**src/rtl/irc_regs.svh**
```systemverilog
/*
 * Register indices, field positions, reset values and counts of the
 * infrared carrier generator.
 * Assumes word-aligned APB access: byte address = 4 * register index.
 */
`ifndef IRC_REGS_SVH
`define IRC_REGS_SVH

// Register indices (byte address is four times the index)
`define IRC_IDX_PRIO        16'hFF21
`define IRC_IDX_ENABLE      16'hFF26
`define IRC_IDX_FLAG        16'hFF27
`define IRC_IDX_CONFIG      16'hFF28
`define IRC_IDX_ICOUNT      16'hFF29
`define IRC_IDX_WIDTH       16'hFF2A

// Field positions
`define IRC_PRIO_LSB        6
`define IRC_IRQEN_BIT       5
`define IRC_GENEN_BIT       4
`define IRC_FLAG_BIT        5
`define IRC_FORCED_BIT      4
`define IRC_TAU_LSB         5
`define IRC_DIV_BIT         4
`define IRC_DUTY_LSB        0
`define IRC_ICOUNT_LSB      4
`define IRC_WIDTH_LSB       6

// Reset values
`define IRC_RST_GENEN       1'b1
`define IRC_RST_IRQEN       1'b0
`define IRC_RST_PRIO        2'h0
`define IRC_RST_DIV         1'b0
`define IRC_RST_DUTY        4'h0
`define IRC_RST_TAU         2'h0
`define IRC_RST_WIDTH       2'h0
`define IRC_IC_IDLE         4'hF

// Counts
`define IRC_DIV64_LAST      7'h3F
`define IRC_DIV96_LAST      7'h5F
`define IRC_DUTY64_MAX      4'h3
`define IRC_DUTY96_LIMIT    4'hC
`define IRC_TAU32_LAST      5'h1F
`define IRC_TAU20_LAST      5'h13
`define IRC_TAU16_LAST      5'h0F
`define IRC_TAU12_LAST      5'h0B
`define IRC_INIT_CYCLES     6'h20

`endif

```
**src/rtl/irc_pkg.sv**
```systemverilog
/*
 * Types of the infrared carrier generator: run states and the packed
 * state records of each module.
 * Assumes the constants of irc_regs.svh for widths of the fields.
 */
package irc_pkg;

    typedef enum logic [1:0] {
        RUN_OFF,
        RUN_ON,
        RUN_STOPPING
    } irc_run_t;

    typedef struct packed {
        logic [6:0] cnt;
        logic       wave;
        logic       periodEnd;
    } irc_carrier_state_t;

    typedef struct packed {
        logic [4:0] cnt;
        logic       tauRise;
    } irc_tau_state_t;

    typedef struct packed {
        irc_run_t   run;
        logic       genEnable;
        logic       irqEn;
        logic [1:0] prio;
        logic       flag;
        logic       forced;
        logic [1:0] tauSel;
        logic       divSel;
        logic [3:0] duty;
        logic [3:0] icTarget;
        logic       icPending;
        logic [3:0] icCount;
        logic [1:0] width;
        logic       widthPending;
        logic [1:0] widthLeft;
        logic [5:0] initCnt;
        logic [7:0] rdata;
        logic       ready;
        logic       slvErr;
        logic       carrierOut;
        logic       irqReq;
    } irc_main_state_t;

endpackage : irc_pkg

```
**src/rtl/irc_carrier_gen.sv**
```systemverilog
/*
 * Carrier divider: main clock divided by 64 or 96 with a coded high time.
 * Assumes run, divide select and duty code are stable while run is high.
 */
`timescale 1ns/10ps
`include "irc_regs.svh"

module irc_carrier_gen (
    input  wire logic       ref_clk,
    input  wire logic       rst,
    input  wire logic       run,
    input  wire logic       divSel,
    input  wire logic [3:0] duty,
    output logic            carrierWave,
    output logic            periodEnd
);
    irc_pkg::irc_carrier_state_t s_reg, s_next;
    logic [6:0] lastCnt;
    logic [6:0] highCnt;
    logic [3:0] duty64;

    always_comb begin
        lastCnt = divSel ? `IRC_DIV96_LAST : `IRC_DIV64_LAST;
        duty64  = (duty > `IRC_DUTY64_MAX) ? `IRC_DUTY64_MAX : duty;
        if (divSel) begin
            // Codes 1100 and above give no high time at all
            highCnt = (duty < `IRC_DUTY96_LIMIT) ?
                      7'((7'(duty) + 7'h01) << 2) : 7'h00;
        end else begin
            highCnt = 7'((7'(duty64) + 7'h01) << 3);
        end
        s_next = s_reg;
        s_next.periodEnd = 1'b0;
        if (!run) begin
            s_next.cnt  = 7'h00;
            s_next.wave = 1'b0;
        end else begin
            if (s_reg.cnt == lastCnt) begin
                s_next.cnt = 7'h00;
            end else begin
                s_next.cnt = s_reg.cnt + 7'h01;
            end
            // Marked two clocks early: tau and the width gate add a register
            // each, so the gate opens and shuts on whole carrier cycles
            s_next.periodEnd = (s_next.cnt == lastCnt - 7'h01);
            s_next.wave      = (s_next.cnt < highCnt);
        end
    end

    always_ff @(posedge ref_clk) begin
        if (rst) begin
            s_reg <= '0;
        end else begin
            s_reg <= s_next;
        end
    end

    assign carrierWave = s_reg.wave;
    assign periodEnd   = s_reg.periodEnd;

endmodule : irc_carrier_gen

```
**src/rtl/irc_carrier_top.sv**
```systemverilog
/*
 * Infrared carrier generator: APB register file, run control, hard-timer
 * width and interrupt counters, soft-timer forced output, interrupt request.
 * Assumes one 10 MHz clock used as the main oscillator, a synchronous
 * reset, an APB master and a CPU mask level on the same clock.
 */
`timescale 1ns/10ps
`include "irc_regs.svh"

// What this block does
// - Divide select picks carrier = clock/96 when set, /64 when clear; reset /64.
// - At /96, duty n gives (n+1)/24 high; codes 1100 up give no carrier.
// - At /64, duty 0..3 gives (n+1)/8 high; higher codes act as 3; resets 0.
// - Tau select divides carrier by 32, 20, 16, 12; reset selects 12.
// - Generation enable turns circuit on/off, reads back, resets to one.
// - Forced bit drives carrier to pin while enabled, else pin low; resets 0.
// - Width write 0..3 outputs carrier that many taus from next tau rise.
// - Width setting clears at reset and whenever generation is disabled.
// - Count write 0..14 while enabled counts tau rises, then sets the flag.
// - Count field write-only, reads zero; counter idles at 0xF, once per write.
// - Flag sets on completion regardless of enable; write one clears it.
// - Request reaches CPU only if flag, enable and priority above mask.
// - Priority codes give levels 3..0, level 0 means none; reset 0.
// - Enable starts set for initialisation; clearing allowed after 32 cycles.
// - Clearing enable stops the circuit at the next tau boundary.
// - Tau generator runs continuously while generation is enabled.
module irc_carrier_top (
    input  wire logic        ref_clk,
    input  wire logic        rst,
    input  wire logic        psel,
    input  wire logic        penable,
    input  wire logic        pwrite,
    input  wire logic [17:0] paddr,
    input  wire logic [31:0] pwdata,
    output logic      [31:0] prdata,
    output logic             pready,
    output logic             pslverr,
    input  wire logic [1:0]  cpuMaskLevel,
    output logic             carrierOutputPin,
    output logic             irqRequest
);

    ////////////////////////////////////////////////////////////////////////
    // State and sub-blocks

    localparam irc_pkg::irc_main_state_t RESET_STATE = '{
        run:          irc_pkg::RUN_ON,
        genEnable:    `IRC_RST_GENEN,
        irqEn:        `IRC_RST_IRQEN,
        prio:         `IRC_RST_PRIO,
        flag:         1'b0,
        forced:       1'b0,
        tauSel:       `IRC_RST_TAU,
        divSel:       `IRC_RST_DIV,
        duty:         `IRC_RST_DUTY,
        icTarget:     `IRC_IC_IDLE,
        icPending:    1'b0,
        icCount:      `IRC_IC_IDLE,
        width:        `IRC_RST_WIDTH,
        widthPending: 1'b0,
        widthLeft:    2'h0,
        initCnt:      6'h00,
        rdata:        8'h00,
        ready:        1'b0,
        slvErr:       1'b0,
        carrierOut:   1'b0,
        irqReq:       1'b0
    };

    irc_pkg::irc_main_state_t s_reg, s_next;

    logic       running;
    logic       carrierWave;
    logic       periodEnd;
    logic       tauRise;
    logic [15:0] regIdx;
    logic       hitPrio;
    logic       hitEnable;
    logic       hitFlag;
    logic       hitConfig;
    logic       hitCount;
    logic       hitWidth;
    logic       mapped;
    logic       wrDone;
    logic [7:0] wd;
    logic [7:0] rdMux;
    logic       icDone;
    logic       initDone;

    assign running = (s_reg.run != irc_pkg::RUN_OFF);

    irc_carrier_gen carrierGen (
        .ref_clk     (ref_clk),
        .rst         (rst),
        .run         (running),
        .divSel      (s_reg.divSel),
        .duty        (s_reg.duty),
        .carrierWave (carrierWave),
        .periodEnd   (periodEnd)
    );

    irc_tau_gen tauGen (
        .ref_clk   (ref_clk),
        .rst       (rst),
        .run       (running),
        .periodEnd (periodEnd),
        .tauSel    (s_reg.tauSel),
        .tauRise   (tauRise)
    );

    ////////////////////////////////////////////////////////////////////////
    // APB decode

    always_comb begin
        regIdx    = paddr[17:2];
        hitPrio   = (regIdx == `IRC_IDX_PRIO);
        hitEnable = (regIdx == `IRC_IDX_ENABLE);
        hitFlag   = (regIdx == `IRC_IDX_FLAG);
        hitConfig = (regIdx == `IRC_IDX_CONFIG);
        hitCount  = (regIdx == `IRC_IDX_ICOUNT);
        hitWidth  = (regIdx == `IRC_IDX_WIDTH);
        mapped    = hitPrio | hitEnable | hitFlag | hitConfig | hitCount | hitWidth;
        // Write takes effect only at the edge that completes the access
        wrDone    = psel & penable & s_reg.ready & pwrite & mapped;
        wd        = pwdata[7:0];
        initDone  = (s_reg.initCnt == `IRC_INIT_CYCLES);
        rdMux     = 8'h00;
        if (hitPrio) begin
            rdMux[`IRC_PRIO_LSB +: 2] = s_reg.prio;
        end
        if (hitEnable) begin
            rdMux[`IRC_IRQEN_BIT] = s_reg.irqEn;
            rdMux[`IRC_GENEN_BIT] = s_reg.genEnable;
        end
        if (hitFlag) begin
            rdMux[`IRC_FLAG_BIT]   = s_reg.flag;
            rdMux[`IRC_FORCED_BIT] = s_reg.forced;
        end
        if (hitConfig) begin
            rdMux[`IRC_TAU_LSB +: 2]  = s_reg.tauSel;
            rdMux[`IRC_DIV_BIT]       = s_reg.divSel;
            rdMux[`IRC_DUTY_LSB +: 4] = s_reg.duty;
        end
        // Count register is write-only and reads as zero
        if (hitWidth) begin
            rdMux[`IRC_WIDTH_LSB +: 2] = s_reg.width;
        end
    end

    ////////////////////////////////////////////////////////////////////////
    // Next state

    always_comb begin
        s_next = s_reg;
        icDone = 1'b0;

        // No wait state: answer is registered in the setup cycle
        s_next.ready  = psel & ~penable;
        s_next.rdata  = (psel & ~penable & ~pwrite) ? rdMux : 8'h00;
        s_next.slvErr = psel & ~penable & ~mapped;

        // Initialisation window after reset, enable cannot be cleared
        if (!initDone) begin
            s_next.initCnt = s_reg.initCnt + 6'h01;
        end

        // Register writes
        if (wrDone && hitPrio) begin
            s_next.prio = wd[`IRC_PRIO_LSB +: 2];
        end
        if (wrDone && hitEnable) begin
            s_next.irqEn = wd[`IRC_IRQEN_BIT];
            if (wd[`IRC_GENEN_BIT] || initDone) begin
                s_next.genEnable = wd[`IRC_GENEN_BIT];
            end
        end
        if (wrDone && hitFlag) begin
            s_next.forced = wd[`IRC_FORCED_BIT];
            if (wd[`IRC_FLAG_BIT]) begin
                s_next.flag = 1'b0;
            end
        end
        if (wrDone && hitConfig) begin
            s_next.tauSel = wd[`IRC_TAU_LSB +: 2];
            s_next.divSel = wd[`IRC_DIV_BIT];
            s_next.duty   = wd[`IRC_DUTY_LSB +: 4];
        end
        if (wrDone && hitWidth) begin
            s_next.width        = wd[`IRC_WIDTH_LSB +: 2];
            s_next.widthPending = 1'b1;
        end
        if (wrDone && hitCount && s_reg.genEnable) begin
            s_next.icTarget  = wd[`IRC_ICOUNT_LSB +: 4];
            s_next.icPending = 1'b1;
        end

        // Run control: a cleared enable waits for the next tau rise
        unique case (s_reg.run)
            irc_pkg::RUN_OFF: begin
                if (s_reg.genEnable) begin
                    s_next.run = irc_pkg::RUN_ON;
                end
            end
            irc_pkg::RUN_ON: begin
                if (!s_reg.genEnable) begin
                    s_next.run = irc_pkg::RUN_STOPPING;
                end
            end
            irc_pkg::RUN_STOPPING: begin
                if (s_reg.genEnable) begin
                    s_next.run = irc_pkg::RUN_ON;
                end else if (tauRise) begin
                    s_next.run = irc_pkg::RUN_OFF;
                end
            end
        endcase

        // Hard-timer width: loaded at the first tau rise after the write
        if (tauRise) begin
            if (s_reg.widthPending) begin
                s_next.widthLeft    = s_reg.width;
                s_next.widthPending = 1'b0;
            end else if (s_reg.widthLeft != 2'h0) begin
                s_next.widthLeft = s_reg.widthLeft - 2'h1;
            end
        end

        // Interrupt counter: 0xF marks idle, so each write runs it once
        if (tauRise) begin
            if (s_reg.icPending) begin
                s_next.icPending = 1'b0;
                if (s_reg.icTarget == 4'h0) begin
                    icDone         = 1'b1;
                    s_next.icCount = `IRC_IC_IDLE;
                end else begin
                    s_next.icCount = s_reg.icTarget;
                end
            end else if (s_reg.icCount != `IRC_IC_IDLE) begin
                if (s_reg.icCount == 4'h1) begin
                    icDone         = 1'b1;
                    s_next.icCount = `IRC_IC_IDLE;
                end else begin
                    s_next.icCount = s_reg.icCount - 4'h1;
                end
            end
        end

        // Disabled generation drops the width setting at once
        if (!s_reg.genEnable) begin
            s_next.width        = 2'h0;
            s_next.widthPending = 1'b0;
        end
        if (!running) begin
            s_next.widthLeft = 2'h0;
            s_next.icPending = 1'b0;
            s_next.icCount   = `IRC_IC_IDLE;
        end

        // Set wins over a clear in the same cycle; enable is not looked at
        if (icDone) begin
            s_next.flag = 1'b1;
        end

        // Pin is low unless forced or a width count is running
        s_next.carrierOut = running & carrierWave &
                            ((s_reg.forced & s_reg.genEnable) |
                             (s_reg.widthLeft != 2'h0));

        // Level 0 never exceeds any mask, so it never requests
        s_next.irqReq = s_reg.flag & s_reg.irqEn &
                        (s_reg.prio > cpuMaskLevel);
    end

    ////////////////////////////////////////////////////////////////////////
    // State register

    always_ff @(posedge ref_clk) begin
        if (rst) begin
            s_reg <= RESET_STATE;
        end else begin
            s_reg <= s_next;
        end
    end

    assign prdata           = {24'h000000, s_reg.rdata};
    assign pready           = s_reg.ready;
    assign pslverr          = s_reg.slvErr;
    assign carrierOutputPin = s_reg.carrierOut;
    assign irqRequest       = s_reg.irqReq;

endmodule : irc_carrier_top

```
**src/rtl/irc_tau_gen.sv**
```systemverilog
/*
 * Reference period divider: counts carrier periods, pulses on each rising
 * edge of the reference waveform.
 * Assumes periodEnd is a one-cycle pulse per carrier period.
 */
`timescale 1ns/10ps
`include "irc_regs.svh"

module irc_tau_gen (
    input  wire logic       ref_clk,
    input  wire logic       rst,
    input  wire logic       run,
    input  wire logic       periodEnd,
    input  wire logic [1:0] tauSel,
    output logic            tauRise
);
    irc_pkg::irc_tau_state_t s_reg, s_next;
    logic [4:0] lastCnt;

    always_comb begin
        unique case (tauSel)
            2'h3: lastCnt = `IRC_TAU32_LAST;
            2'h2: lastCnt = `IRC_TAU20_LAST;
            2'h1: lastCnt = `IRC_TAU16_LAST;
            2'h0: lastCnt = `IRC_TAU12_LAST;
        endcase
        s_next = s_reg;
        s_next.tauRise = 1'b0;
        if (!run) begin
            s_next.cnt = 5'h00;
        end else if (periodEnd) begin
            // Runs on as long as the circuit runs
            if (s_reg.cnt == lastCnt) begin
                s_next.cnt     = 5'h00;
                s_next.tauRise = 1'b1;
            end else begin
                s_next.cnt = s_reg.cnt + 5'h01;
            end
        end
    end

    always_ff @(posedge ref_clk) begin
        if (rst) begin
            s_reg <= '0;
        end else begin
            s_reg <= s_next;
        end
    end

    assign tauRise = s_reg.tauRise;

endmodule : irc_tau_gen

```
**config.mk**
```make
export PLATFORM = sky130hd
export DESIGN_NAME = irc_carrier_top
export DESIGN_NICKNAME = d
export VERILOG_FILES = /design/src/rtl/irc_pkg.sv /design/src/rtl/irc_carrier_gen.sv /design/src/rtl/irc_carrier_top.sv /design/src/rtl/irc_tau_gen.sv
export VERILOG_INCLUDE_DIRS = /design/src /design/src/rtl
export SDC_FILE = /design/constraint.sdc
export NUM_CORES = 1
export LEC_CHECK = 0
export BUFFER_PORTS_ARGS = -buffer_cell sky130_fd_sc_hd__buf_4
export CAP_MARGIN = 15
export CORE_UTILIZATION = 45
export CTS_BUF_LIST = sky130_fd_sc_hd__clkbuf_8
export DETAILED_ROUTE_END_ITERATION = 8
export MAX_ROUTING_LAYER = met4
export PLACE_DENSITY = 0.77
export RECOVER_POWER = 50
export SLEW_MARGIN = 20
export SYNTH_ARGS = -nofsm -noshare
export SYNTH_HDL_FRONTEND = slang
export SYNTH_SLANG_ARGS = --single-unit
```
**constraint.sdc**
```tcl
create_clock -name ref_clk -period 3.3 [get_ports ref_clk]
set_clock_uncertainty 0.2 [all_clocks]
set_input_delay 0.66 -clock ref_clk [delete_from_list [all_inputs] [get_ports ref_clk]]
set_output_delay 0.66 -clock ref_clk [all_outputs]
set_load 0.01 [all_outputs]
```
==> flow_results.org <==
** Routing
- After detailed routing, the number of vias per cell comes to 5.387.
- In the final routed layout, each cell accounts on average for 13.36 um.
- DRT Pass-1 Iters :: 4
- For this block, the initial DRC count from the detailed router was 191.
- Summing over every cut layer, the via total after detailed routing is 2,866.
- Final Routed Wirelength :: 7110 um
- Residual DRC count :: 0
- In this run the remaining antenna-violating nets after routing total 0.

** Floorplanning
- The initial utilization of the core area, before any placement, comes to 0.4769.
- Die Span X :: 87.79 um
- The region available for standard cell placement spans 6944 um2.
- The die covers 7707 um2.
- Y dimension of the die :: 87.79 um
- For this design the top-level I/O count stands at 93.
- Count of standard-cell rows :: 30

** Synthesis
- Among all flip-flop cells after synthesis, the most frequent one is sky130_fd_sc_hd__dfxtp_1.
- Average footprint of a synthesized cell :: 8.363 um2
- Of the synthesized area, sequential elements account for 0.3748.
- Number of distinct standard cells referenced by the synthesized netlist :: 56
- Counting flops and latches in the post-synthesis netlist gives 62.
- The synthesized design contains 0 enable-type register cells.
- After synthesis, the share of flip-flops with an asynchronous set or reset is 0.
- Yosys printed 0 warnings.
- The mapped netlist covers 3312 um2.
- In the synthesized netlist, the number of instances is 396.

** Placed design
- Input and output buffers added on the ports amount to 42.
- Global placement routability congestion :: 0.8470
- After legalization and detailed placement, the total HPWL measured 5371 um.
- Placed insts :: 517

** Timing
- Actual transition at the worst max-transition pin :: 1170 ps
- Dividing the final minimum period by the clock period gives 0.7793.
- Based on the critical path, the design can be clocked at up to 388.9 MHz.
- Sum Neg Setup Slack :: 0 ps
- The final-report max-slew violation count is 0.
- Setup Viol. Count Final :: 0
- The final count of hold timing violations is 0.
- Final worst path period need :: 2572 ps
- Setup repair after global routing missed its margin :: no
- In this run the tightest slew margin relative to its limit is 0.2201.

** Power
- Fraction of power consumed by sequential logic :: 0.505
- Static leakage :: 0.001449 uW
- Comb power frac :: 0.068
- Worst IR Drop VDD :: 309.8 uV
- For this design the ratio of total power to cell area is 407.1 nW/um2.
- Switching part of the total power :: 0.2350
- The share of total power dissipated in the clock network is 0.427.
- Net switching power figure :: 355.7 uW
- Power Internal :: 1158 uW

** Worst setup path
- The number of cells on the worst reg-to-reg path is 8.
- The worst setup path is of the in2reg kind.
- In this run the register-to-register setup slack is 1030 ps.
- Critical path fanouts, max :: 24
- The worst setup path is launched from an input pin.
- STA classifies the critical path endpoint as a flop.
- The endpoint identified for the worst register-to-register timing path is carrierGen.carrierWave.
- STA puts the critical path data required time at 3310 ps.
- At the worst endpoint, the arrival time is 2580 ps.
- Beginning of the worst register-to-register path :: carrierGen.s_reg[2]

** Clocking
- Number of clock sinks :: 62
- Clock tree from TritonCTS :: yes
- Hold repair after CTS inserted 0 buffers.
- CTS Buffer Depth :: 2
- CTS built an H-tree with a depth of 3.
- After clock tree synthesis, the clock-pin slew on the worst setup and hold paths is 70 ps.
- At the later pin of the worst-skew pair, clock insertion delay measures 340 ps.
- Clock tree synthesis selected as its root buffer the cell sky130_fd_sc_hd__clkbuf_8.
- In this run, CTS created clock tree buffers numbering 9.
- Gates resized during post-CTS repair numbered 0.
- In this run the post-CTS setup repair buffer count came out at 0.

** Layout
- Register area :: 1241 um2
- Most frequent cells in the layout :: sky130_fd_sc_hd__dfxtp_1 (62), sky130_fd_sc_hd__a21oi_1 (33), sky130_fd_sc_hd__buf_4 (33), sky130_fd_sc_hd__nor2_1 (32), sky130_fd_sc_hd__nand3_1 (31)
- The library cell used most frequently in the layout, excluding fill and tap cells, is sky130_fd_sc_hd__dfxtp_1.
- Max FFs per register :: 35
- The area growth from synthesis to layout is 12.24%.
- At the end of the flow, the number of nets in the layout was 506.
- Non-filler instance count after layout :: 532
- Fillcell total :: 651
- The multi-input combinational cells in the finished layout cover a total of 1795 um2.
- Layout cells sized above 1 :: 0.1330
- The number of antenna diodes in the final layout is 0.

** Worst hold path
- For hold timing, the worst endpoint is carrierOutputPin.
- Startpoint of the most critical hold path :: carrierGen.carrierWave
- The path class of the tightest hold or removal check is reg2reg.
- The worst hold path was traced through 2 stages.

** Job
- Number of maximum-capacitance constraint violations :: 0

** Status
- The run finished with clean final reports.

** Global route
- Total routing resource utilization after global routing :: 0.2071
- The first global-routing pass estimated 12,080 um of wire.
- Antenna violations before repair :: 0
- Maximum number of pins on one net before global-route repair :: 25
- Total congestion overflow :: 0
- Via count of the first global-routing pass :: 2,734
## worst max-delay path by stage
stage	cells past startpoint	end	from	slack, ps
finish	5	tauGen.s_reg[5]	rst	730
global route	5	tauGen.s_reg[3]	rst	520
CTS	8	carrierGen.carrierWave	carrierGen.s_reg[2]	1030
detailed placement	5	prdata[2]	paddr[8]	790
global placement	5	prdata[2]	paddr[8]	830
floorplan	5	s_reg[28]	paddr[8]	1070
## metal layers
metal	track usage	part of all wire
met1	0.2487	0.45
met2	0.3362	0.49
met3	0.04430	0.044
met4	0.08495	0.017
met5	-	0
## cells by family after synthesis
kind of cell / synth area share
AO/OA/AOI/OAI: 0.1511
flip-flops: 0.3748
XOR/XNOR: 0.03702
adder cells (fa/ha/maj): 0.06422
multiplexers: 0.01851
buffers and inverters: 0.1092
AND/OR/NAND/NOR: 0.2429
other: 0.002268
## power by group through the flow
stage                     Sequential [uW]  Combinational [uW]  Clock, uW
after detailed placement              781                 104          0
final                                 764                 102        647
after global routing                  765                 114        698
after CTS                             764                 104        664
after global placement                780                 100          0
after floorplan                       780                75.4          0
## worst max-delay path, stage by stage
cell	delay, ps
sky130_fd_sc_hd__clkbuf_1	840
sky130_fd_sc_hd__inv_1	330
sky130_fd_sc_hd__o21ai_0	170
sky130_fd_sc_hd__clkbuf_1	430
sky130_fd_sc_hd__nor3_1	130
## layout make-up
class / instances / share of cell area
multi-input cells: 293 / 0.4830
repair buffers: 47 / 0.08078
well taps: 96 / 0.03231
flip-flops and latches: 62 / 0.3339
inverters: 19 / 0.01919
clock inverters: 5 / 0.01380
clock buffers: 10 / 0.03702
## cells in the mapped netlist (2+ instances only)
| library cell | n | share of area |
|---|---|---|
| sky130_fd_sc_hd__a211oi_1 | 3 | 0.0068 |
| sky130_fd_sc_hd__a21oi_1 | 33 | 0.050 |
| sky130_fd_sc_hd__a22oi_1 | 2 | 0.0045 |
| sky130_fd_sc_hd__and2_1 | 2 | 0.0038 |
| sky130_fd_sc_hd__and3_1 | 8 | 0.015 |
| sky130_fd_sc_hd__buf_1 | 2 | 0.0023 |
| sky130_fd_sc_hd__buf_4 | 32 | 0.073 |
| sky130_fd_sc_hd__clkbuf_1 | 10 | 0.011 |
| sky130_fd_sc_hd__conb_1 | 2 | 0.0023 |
| sky130_fd_sc_hd__dfxtp_1 | 62 | 0.37 |
| sky130_fd_sc_hd__ha_1 | 17 | 0.064 |
| sky130_fd_sc_hd__inv_1 | 19 | 0.022 |
| sky130_fd_sc_hd__mux2i_1 | 5 | 0.015 |
| sky130_fd_sc_hd__nand2_1 | 20 | 0.023 |
| sky130_fd_sc_hd__nand2b_1 | 3 | 0.0057 |
| sky130_fd_sc_hd__nand3_1 | 31 | 0.047 |
| sky130_fd_sc_hd__nand3b_1 | 3 | 0.0068 |
| sky130_fd_sc_hd__nand4_1 | 6 | 0.011 |
| sky130_fd_sc_hd__nand4b_1 | 2 | 0.0053 |
| sky130_fd_sc_hd__nor2_1 | 32 | 0.036 |
| sky130_fd_sc_hd__nor2b_1 | 4 | 0.0076 |
| sky130_fd_sc_hd__nor3_1 | 15 | 0.023 |
| sky130_fd_sc_hd__nor4_1 | 4 | 0.0076 |
| sky130_fd_sc_hd__o211ai_1 | 2 | 0.0045 |
| sky130_fd_sc_hd__o21ai_0 | 27 | 0.041 |
| sky130_fd_sc_hd__o31ai_1 | 3 | 0.0068 |
| sky130_fd_sc_hd__or3_1 | 5 | 0.0094 |
| sky130_fd_sc_hd__or4_4 | 2 | 0.0068 |
| sky130_fd_sc_hd__xnor2_1 | 7 | 0.019 |
| sky130_fd_sc_hd__xor2_1 | 7 | 0.019 |
## metrics by stage
step | utilization | area, um2 | setup WS, ps | total power [uW] | hold slack (ps)
finish | 0.5353 | 3717 | 728.4 | 1513 | 250.6
global route | 0.5353 | 3717 | 518.3 | 1578 | 253.5
CTS | 0.5429 | 3770 | 1028 | 1532 | 240.8
detailed placement | 0.5157 | 3581 | 794.0 | 884.7 | 236.3
global placement | 0.5157 | 3581 | 830.9 | 880.4 | 238.8
floorplan | - | 3398 | 1070 | 855.0 | 194.9
(Power assumes the default switching activity.)
